**config.mk**
```make
export PLATFORM = sky130hd
export DESIGN_NAME = thermal_sensor_register_bank
export DESIGN_NICKNAME = d
export VERILOG_FILES = /design/src/core/thermal_regs_pkg.sv /design/src/core/resolution_decoder.sv /design/src/core/thermal_sensor_register_bank.sv
export SDC_FILE = /design/constraint.sdc
export NUM_CORES = 1
export LEC_CHECK = 0
export BUFFER_PORTS_ARGS = -buffer_cell sky130_fd_sc_hd__buf_2
export CORE_MARGIN = 3
export CORE_UTILIZATION = 51
export CTS_BUF_LIST = sky130_fd_sc_hd__clkbuf_8
export DETAILED_ROUTE_END_ITERATION = 10
export GPL_TIMING_DRIVEN = 1
export PLACE_DENSITY_LB_ADDON = 0.12
export RECOVER_POWER = 25
export SETUP_SLACK_MARGIN = 0.15
export SLEW_MARGIN = 40
export SYNTH_ARGS = -nofsm -noshare
export SYNTH_HDL_FRONTEND = slang
export SYNTH_SLANG_ARGS = --single-unit
```
**constraint.sdc**
```tcl
create_clock -name sys_clk -period 3.1 [get_ports sys_clk]
set_input_delay 0.93 -clock sys_clk [delete_from_list [all_inputs] [get_ports sys_clk]]
set_output_delay 0.93 -clock sys_clk [all_outputs]
set_load 0.02 [all_outputs]
```
**src/core/thermal_regs_pkg.sv**
```systemverilog
// thermal_regs_pkg: register map, field layout, reset values and carrier types
// of the thermal sensor register bank.
// assumes: used by the bank, its resolution decoder, host_model and the bench.
package thermal_regs_pkg;

	localparam int SELECT_WIDTH = 8;
	localparam int SELECT_USED  = 3;
	localparam int DATA_WIDTH   = 16;

	// register selects: 3-bit binary codes
	typedef enum logic [2:0] {
		SEL_CAPABILITY = 3'b000,
		SEL_SETUP      = 3'b001,
		SEL_HIGH_LIMIT = 3'b010,
		SEL_LOW_LIMIT  = 3'b011,
		SEL_CRIT_LIMIT = 3'b100,
		SEL_READING    = 3'b101,
		SEL_MAKER_ID   = 3'b110,
		SEL_PART_ID    = 3'b111
	} select_type;

	localparam logic [7:0] SELECT_RESET = 8'h00;

	// capability word fields
	localparam logic        CAP_EVENT_SUPPORT   = 1'b1;
	localparam logic        CAP_HIGH_ACCURACY   = 1'b1;
	localparam logic        CAP_SIGNED_RANGE    = 1'b1;
	localparam logic [1:0]  CAP_RESOLUTION_CODE = 2'b01;
	localparam logic        CAP_UNUSED_BIT      = 1'b0;
	localparam logic        CAP_TIMEOUT_RANGE   = 1'b0;
	localparam logic        CAP_SHUTDOWN_ALERT  = 1'b0;
	localparam logic [7:0]  CAP_RESERVED_BITS   = 8'h00;
	localparam logic [15:0] CAPABILITY_VALUE    = {CAP_RESERVED_BITS, CAP_SHUTDOWN_ALERT,
		CAP_TIMEOUT_RANGE, CAP_UNUSED_BIT, CAP_RESOLUTION_CODE, CAP_SIGNED_RANGE,
		CAP_HIGH_ACCURACY, CAP_EVENT_SUPPORT};
	localparam int CAP_RES_LSB = 3;
	localparam int CAP_RES_MSB = 4;

	// setup_control bit positions
	localparam int CFG_INT_MODE   = 0;
	localparam int CFG_POLARITY   = 1;
	localparam int CFG_CRIT_ONLY  = 2;
	localparam int CFG_EVENT_EN   = 3;
	localparam int CFG_STATUS     = 4;
	localparam int CFG_CLEAR      = 5;
	localparam int CFG_ALARM_LOCK = 6;
	localparam int CFG_CRIT_LOCK  = 7;
	localparam int CFG_SHUTDOWN   = 8;
	localparam int CFG_HYST_LSB   = 9;
	localparam int CFG_HYST_MSB   = 10;

	localparam logic [15:0] SETUP_RESET = 16'h0000;
	localparam logic [15:0] LIMIT_RESET = 16'h0000;
	localparam logic [15:0] ZERO_WORD   = 16'h0000;

	// hysteresis codes
	localparam logic [1:0] HYST_NONE      = 2'b00;
	localparam logic [1:0] HYST_ONE_HALF  = 2'b01;
	localparam logic [1:0] HYST_THREE     = 2'b10;
	localparam logic [1:0] HYST_SIX       = 2'b11;

	// resolution code decode results
	localparam logic [3:0] RES_BITS_HALF      = 4'h9;
	localparam logic [3:0] RES_BITS_QUARTER   = 4'ha;
	localparam logic [3:0] RES_BITS_EIGHTH    = 4'hb;
	localparam logic [3:0] RES_BITS_SIXTEENTH = 4'hc;
	// step in sixteenths of a degree
	localparam logic [3:0] RES_STEP_HALF      = 4'h8;
	localparam logic [3:0] RES_STEP_QUARTER   = 4'h4;
	localparam logic [3:0] RES_STEP_EIGHTH    = 4'h2;
	localparam logic [3:0] RES_STEP_SIXTEENTH = 4'h1;

	// open-drain event pin always pulls low when enabled
	localparam logic EVENT_PIN_LEVEL = 1'b0;

	// commands from the serial engine
	typedef struct packed {
		logic        select_wr;
		logic [7:0]  select_byte;
		logic        reg_wr;
		logic [15:0] reg_wdata;
	} host_cmd_type;

	// decoded setup fields for the rest of the sensor
	typedef struct packed {
		logic [1:0] hysteresis;
		logic       shutdown;
		logic       crit_lock;
		logic       alarm_lock;
		logic       event_en;
		logic       crit_only;
		logic       polarity;
		logic       int_mode;
	} setup_fields_type;

	localparam setup_fields_type SETUP_FIELDS_RESET = '0;

endpackage

```
**src/core/resolution_decoder.sv**
```systemverilog
// resolution_decoder: turns a two-bit resolution code into reading width and
// step size.
// assumes: code is static or registered upstream; output is combinational.
`timescale 1ns/1ns
module resolution_decoder (
	input  wire logic [1:0] res_code,
	output logic      [3:0] res_bits,
	output logic      [3:0] res_step
);
	import thermal_regs_pkg::*;

	always_comb begin
		case (res_code)
			2'b00: begin
				res_bits = RES_BITS_HALF;
				res_step = RES_STEP_HALF;
			end
			2'b01: begin
				res_bits = RES_BITS_QUARTER;
				res_step = RES_STEP_QUARTER;
			end
			2'b10: begin
				res_bits = RES_BITS_EIGHTH;
				res_step = RES_STEP_EIGHTH;
			end
			default: begin
				res_bits = RES_BITS_SIXTEENTH;
				res_step = RES_STEP_SIXTEENTH;
			end
		endcase
	end

endmodule // resolution_decoder

```
**src/core/thermal_sensor_register_bank.sv**
```systemverilog
// thermal_sensor_register_bank: pointer-addressed 16-bit register bank of a
// memory-module temperature sensor, with event status and pin drive.
// assumes: a serial engine delivers select and register writes as one-cycle
// strobes in the sys_clk domain; limit comparison happens outside.
//
// Functional notes
// - select latch is 8 bits; top five read zero, low three pick register.
// - selects 0..7 map capability, setup, high, low, critical, reading, maker, part.
// - capability word is a fixed 16-bit read-only value 000Fh.
// - capability bit 0 reads 1: alarm and critical events supported.
// - capability bit 1 reads 1: higher accuracy grade.
// - capability bit 2 reads 1: sub-zero readings carry sign.
// - capability bits 4:3 read 01: 10-bit, quarter-degree readings.
// - resolution code 00..11 decodes to 9..12 bits, half to sixteenth degree.
// - capability bit 5 always reads zero.
// - capability bit 6 reads 0: bus timeout between 10 and 60 ms.
// - event output freezes through shutdown until next sample or comparator update.
// - released-on-shutdown behaviour is not chosen; capability bit 7 reads 0.
// - capability bits 15:8 are reserved and read zero.
// - setup register is 16 bits and resets to zero.
// - select latch resets to zero, picking the capability word.
// - setup bit 5 clears interrupt-mode event, ignored in comparator, reads zero.
// - lock bits 6 and 7 set once, stay until reset, freeze limits.
// - setup bits 10:9 choose hysteresis none, 1.5, 3 or 6 degrees.
`timescale 1ns/1ns
module thermal_sensor_register_bank #(
	// arbitrary neutral identity values
	parameter logic [15:0] MAKER_ID_VALUE = 16'h0a5a,
	parameter logic [15:0] PART_ID_VALUE  = 16'h5a01
) (
	input  wire logic                               sys_clk,
	input  wire logic                               rst,
	input  wire thermal_regs_pkg::host_cmd_type     host_cmd,
	input  wire logic [15:0]                        reading_in,
	input  wire logic                               sample_strobe,
	input  wire logic                               alarm_hit,
	input  wire logic                               critical_hit,
	output logic      [15:0]                        rd_data,
	output logic      [7:0]                         register_select,
	output thermal_regs_pkg::setup_fields_type      setup_fields,
	output logic      [15:0]                        high_limit,
	output logic      [15:0]                        low_limit,
	output logic      [15:0]                        crit_limit,
	output logic      [3:0]                         reading_bits,
	output logic      [3:0]                         reading_step,
	output logic                                    event_pin_out,
	output logic                                    event_pin_oe
);
	import thermal_regs_pkg::*;

	////////////////////////////////////////////////////////////////////////////
	// helpers

	function automatic logic [15:0] setup_word(input setup_fields_type f,
		input logic status);
		logic [15:0] w;
		w = ZERO_WORD;
		w[CFG_INT_MODE]                = f.int_mode;
		w[CFG_POLARITY]                = f.polarity;
		w[CFG_CRIT_ONLY]               = f.crit_only;
		w[CFG_EVENT_EN]                = f.event_en;
		w[CFG_STATUS]                  = status;
		w[CFG_ALARM_LOCK]              = f.alarm_lock;
		w[CFG_CRIT_LOCK]               = f.crit_lock;
		w[CFG_SHUTDOWN]                = f.shutdown;
		w[CFG_HYST_MSB:CFG_HYST_LSB]   = f.hysteresis;
		return w; // clear bit 5 stays zero on read
	endfunction

	function automatic logic writes_to(input host_cmd_type c, input select_type s,
		input select_type target);
		return c.reg_wr && (s == target);
	endfunction

	////////////////////////////////////////////////////////////////////////////
	// select latch

	select_type select_q;
	select_type select_d;

	always_comb begin
		select_d = select_q;
		if (host_cmd.select_wr) begin
			select_d = select_type'(host_cmd.select_byte[SELECT_USED-1:0]);
		end
	end

	always_ff @(posedge sys_clk or posedge rst) begin
		if (rst) begin
			select_q <= select_type'(SELECT_RESET[SELECT_USED-1:0]);
		end else begin
			select_q <= select_d;
		end
	end

	// upper bits are hard zero
	assign register_select = {{(SELECT_WIDTH-SELECT_USED){1'b0}}, select_q};

	////////////////////////////////////////////////////////////////////////////
	// setup and limit registers

	setup_fields_type setup_q;
	setup_fields_type setup_d;
	logic [15:0]      high_q;
	logic [15:0]      high_d;
	logic [15:0]      low_q;
	logic [15:0]      low_d;
	logic [15:0]      crit_q;
	logic [15:0]      crit_d;
	logic             any_lock;
	logic             setup_wr;
	logic [15:0]      wd;

	assign any_lock = setup_q.alarm_lock || setup_q.crit_lock;
	assign setup_wr = writes_to(host_cmd, select_q, SEL_SETUP);
	assign wd       = host_cmd.reg_wdata;

	always_comb begin
		setup_d = setup_q;
		high_d  = high_q;
		low_d   = low_q;
		crit_d  = crit_q;
		if (setup_wr) begin
			// mode, polarity and enable freeze while either lock is set
			if (!any_lock) begin
				setup_d.int_mode = wd[CFG_INT_MODE];
				setup_d.polarity = wd[CFG_POLARITY];
				setup_d.event_en = wd[CFG_EVENT_EN];
			end
			if (!setup_q.alarm_lock) begin
				setup_d.crit_only = wd[CFG_CRIT_ONLY];
			end
			// locks only ever set; reset is the sole way out
			setup_d.alarm_lock = setup_q.alarm_lock || wd[CFG_ALARM_LOCK];
			setup_d.crit_lock  = setup_q.crit_lock || wd[CFG_CRIT_LOCK];
			// shutdown may always be left, entered only when unlocked
			if (!wd[CFG_SHUTDOWN] || !any_lock) begin
				setup_d.shutdown = wd[CFG_SHUTDOWN];
			end
			setup_d.hysteresis = wd[CFG_HYST_MSB:CFG_HYST_LSB];
		end
		if (writes_to(host_cmd, select_q, SEL_HIGH_LIMIT) && !setup_q.alarm_lock) begin
			high_d = wd;
		end
		if (writes_to(host_cmd, select_q, SEL_LOW_LIMIT) && !setup_q.alarm_lock) begin
			low_d = wd;
		end
		if (writes_to(host_cmd, select_q, SEL_CRIT_LIMIT) && !setup_q.crit_lock) begin
			crit_d = wd;
		end
		// writes to capability, reading and identity selects fall through
	end

	always_ff @(posedge sys_clk or posedge rst) begin
		if (rst) begin
			setup_q <= SETUP_FIELDS_RESET;
			high_q  <= LIMIT_RESET;
			low_q   <= LIMIT_RESET;
			crit_q  <= LIMIT_RESET;
		end else begin
			setup_q <= setup_d;
			high_q  <= high_d;
			low_q   <= low_d;
			crit_q  <= crit_d;
		end
	end

	assign setup_fields = setup_q;
	assign high_limit   = high_q;
	assign low_limit    = low_q;
	assign crit_limit   = crit_q;

	////////////////////////////////////////////////////////////////////////////
	// event status and pin

	logic status_q;
	logic status_d;
	logic oe_q;
	logic oe_d;
	logic hit;
	logic clear_req;

	assign hit       = setup_q.crit_only ? critical_hit : (alarm_hit || critical_hit);
	assign clear_req = setup_wr && wd[CFG_CLEAR] && setup_q.int_mode;

	always_comb begin
		status_d = status_q;
		// shutdown freezes the status; the pin holds with it
		if (!setup_q.shutdown) begin
			if (setup_q.int_mode) begin
				if (clear_req) begin
					status_d = 1'b0;
				end
				// a new hit in the clearing cycle still lands
				if (sample_strobe && hit) begin
					status_d = 1'b1;
				end
			end else if (sample_strobe) begin
				status_d = hit;
			end
		end
		// active-low polarity pulls while asserted, active-high while idle
		oe_d = setup_q.event_en && (status_d ^ setup_q.polarity);
	end

	always_ff @(posedge sys_clk or posedge rst) begin
		if (rst) begin
			status_q <= 1'b0;
			oe_q     <= 1'b0;
		end else begin
			status_q <= status_d;
			oe_q     <= oe_d;
		end
	end

	assign event_pin_out = EVENT_PIN_LEVEL;
	assign event_pin_oe  = oe_q;

	////////////////////////////////////////////////////////////////////////////
	// read path

	logic [15:0] rd_q;
	logic [15:0] rd_d;

	always_comb begin
		case (select_q)
			SEL_CAPABILITY: rd_d = CAPABILITY_VALUE;
			SEL_SETUP:      rd_d = setup_word(setup_q, status_q);
			SEL_HIGH_LIMIT: rd_d = high_q;
			SEL_LOW_LIMIT:  rd_d = low_q;
			SEL_CRIT_LIMIT: rd_d = crit_q;
			SEL_READING:    rd_d = reading_in;
			SEL_MAKER_ID:   rd_d = MAKER_ID_VALUE;
			SEL_PART_ID:    rd_d = PART_ID_VALUE;
			default:        rd_d = ZERO_WORD;
		endcase
	end

	always_ff @(posedge sys_clk or posedge rst) begin
		if (rst) begin
			rd_q <= CAPABILITY_VALUE;
		end else begin
			rd_q <= rd_d;
		end
	end

	assign rd_data = rd_q;

	resolution_decoder u_res (
		.res_code (CAPABILITY_VALUE[CAP_RES_MSB:CAP_RES_LSB]),
		.res_bits (reading_bits),
		.res_step (reading_step)
	);
endmodule // thermal_sensor_register_bank
```
==> flow_summary.json <==
{
  "antenna_left": 0,
  "synth_top_area_share_pct": 51.7,
  "grt.overflow.total": 0,
  "crit_fanout": 21,
  "crit_chain": "buf_2",
  "netlist_top_cells_area": "dfrtp_1, mux2_2, mux2_4",
  "drive_gt1_share_pct": 51.1,
  "slew_violations": 42,
  "tightest_slew_ps": 1880,
  "setup_ws_ps": 631,
  "route.vias.total": 2634,
  "crit_type": "register to output pin",
  "finalNonFillerCells": 498,
  "clk_path_buf_depth": 2,
  "cts_buffers": 9,
  "clk_pin_slew_ps": 80,
  "die_y_um": 89.8,
  "die_w_um": 89.8,
  "critPathCaptureType": "output pin",
  "grt_pass1_vias": 2633,
  "place_congestion": 0.775,
  "dp_cells": 482,
  "cts-resized-gates": 0,
  "period_minus_slack_ps": 2470,
  "clk_latency_ps": 340,
  "hold_viol_final": 0,
  "violations": "capacitance limit, slew limit",
  "fin_skew_ps": 6.73,
  "setup-tns-final_ps": 0,
  "cts_hold_buffers": 0,
  "vias_per_cell": 5.29,
  "post_cts.repair.setup_buffers": 0,
  "r2r-start": "select_q[1]",
  "cp.required_ps": 2170,
  "grt_pass1_wl_mm": 13.9,
  "drcViolationCount": 0,
  "initial_core_util_pct": 54.6,
  "clock-sinks": 78,
  "synth_area_leader_cell": "dfrtp_1",
  "syn_area_mm2": 0.00358,
  "routed_wl_mm": 8.58,
  "wire_per_inst_um": 17.2,
  "n_antenna_cell": 0,
  "portBuffers": 118,
  "antenna_found_initial": 0,
  "multi_input_area_mm2": 0.00146,
  "max_stage_delay_ps": 890,
  "crit_family": "flip-flops",
  "cts_tree": "done",
  "coreArea_mm2": 0.00657,
  "grt_max_degree": 43,
  "cp_data_arrival_time_ps": 1540,
  "hold_class": "register to register",
  "fp.dieArea_mm2": 0.00807,
  "post-dp-hpwl_mm": 6.13,
  "avgSynthCellArea_um2": 12.7,
  "fillerInstances": 522,
  "peakVddDrop_mv": 0.489,
  "nets": 447,
  "syn2layout_area_growth_pct": 22.3,
  "grt_usage_pct": 21.7,
  "min-delay-start": "high_limit[12]",
  "p_per_area_mw_per_mm2": 962,
  "drv_cap": 1,
  "slowest_stage": "dfrtp_1",
  "startpoint": "select_q[1]",
  "drtPass1Iterations": 4,
  "start_kind": "register",
  "yosysSeqAreaShare_pct": 54.6,
  "leakagePower_nw": 2.22,
  "run_status": "finished with violations",
  "ys_types": 42,
  "root_buffer": "clkbuf_8",
  "clock.fmax_mhz": 405,
  "regArea_mm2": 0.00196,
  "pre_cts_slack_ps": 795,
  "htreeDepth": 3,
  "core.rowCount": 29,
  "drtIter0Drc": 100,
  "setup-violations-final": 0,
  "finalCritPeriodShare_pct": 79.6,
  "rsz0062_at_grt": "false",
  "final_cell_mix": "buf_2, dfrtp_1, mux2_2",
  "final_common_cell": "buf_2",
  "synth_cells": 282,
  "maxSlewHeadroom_pct": -25.7,
  "ys_ff_latch": 78,
  "ios": 138,
  "worst-path-buf-inv": 1,
  "yosys_warnings": 0
}
[routing by layer]
metal	up-vias	track usage (%)	routed length, µm
met5	-	0	0
met4	0	7.28	117
met3	11	4.34	506
met2	88	36.4	4300
met1	1316	28.5	3660
li1	1219	-	-
[logic make-up (layout without fill, tap and decap cells)]
| logic type | after synthesis | count (layout) | synth area share, % |
|---|---|---|---|
| compound gates | 51 | 51 | 9.39 |
| buf+inv | 36 | 147 | 6.00 |
| flops | 78 | 78 | 54.6 |
| mux | 73 | 73 | 23.5 |
| other cells | 2 | 14 | 0.210 |
| simple gates | 42 | 42 | 6.32 |
[layout make-up]
| class | count | share of cell area, % |
|---|---|---|
| sequential | 78 | 44.6 |
| multi-input combinational | 180 | 33.2 |
| timing repair buffer | 122 | 14.4 |
| clock buffer | 12 | 3.77 |
| tap | 93 | 2.65 |
| inverter | 9 | 0.799 |
| clock inverter | 4 | 0.485 |
[synthesized netlist by cell type (all sizes together)]
| master | n |
|---|---|
| and3 | 1 |
| nand2b | 4 |
| a21boi | 1 |
| and2b | 1 |
| o211ai | 1 |
| clkbuf | 3 |
| nand3 | 3 |
| o22ai | 15 |
| nor2b | 4 |
| clkinv | 1 |
| o221ai | 2 |
| dfstp | 4 |
| and2 | 2 |
| conb | 2 |
| o31ai | 2 |
| nand3b | 1 |
| inv | 8 |
| nand2 | 14 |
| buf | 24 |
| dfrtp | 74 |
| a31o | 1 |
| nand4bb | 1 |
| o311ai | 1 |
| mux2 | 59 |
| a211oi | 1 |
| o21ai | 8 |
| a221oi | 2 |
| a221o | 1 |
| a22oi | 4 |
| mux2i | 14 |
| o21bai | 1 |
| nor2 | 11 |
| a21oi | 7 |
| a21o | 4 |
[metrics by stage]
stage	total power, W	cell area, µm²	hold WS (ps)	utilization (%)
after global placement	0.00350	4200	503	63.9
after CTS	0.00425	4390	524	66.8
after global routing	0.00445	4380	552	66.8
after floorplan	0.00291	3630	548	-
after detailed placement	0.00354	4200	505	63.9
final	0.00422	4380	526	66.8
[worst paths after layout]
path,endpoint,slack [ps],cells after the start
setup / recovery,register_select[1],630,1
hold / removal,high_limit[12],530,1
setup reg to reg,high_limit[8],960,2
hold reg to reg,high_limit[12],530,1
max in group asynchronous,rd_data[0],1110,3
min in group asynchronous,low_limit[2],1040,2
[registers in the layout, summed over array words and instances, names as in the netlist]
signal,count
rd_data,16
low_limit,16
setup_fields,9
crit_limit,16
high_limit,16
status_q,1
select_q,3
event_pin_oe,1
[where the power goes]
part | internal, W | switching (W) | total, W
Sequential | 0.00145 | 0.000317 | 0.00177
Combinational | 0.000744 | 0.00100 | 0.00174
Clock | 0.000351 | 0.000355 | 0.000706
Total | 0.00255 | 0.00167 | 0.00422
Power figures use the tool's default switching activity.
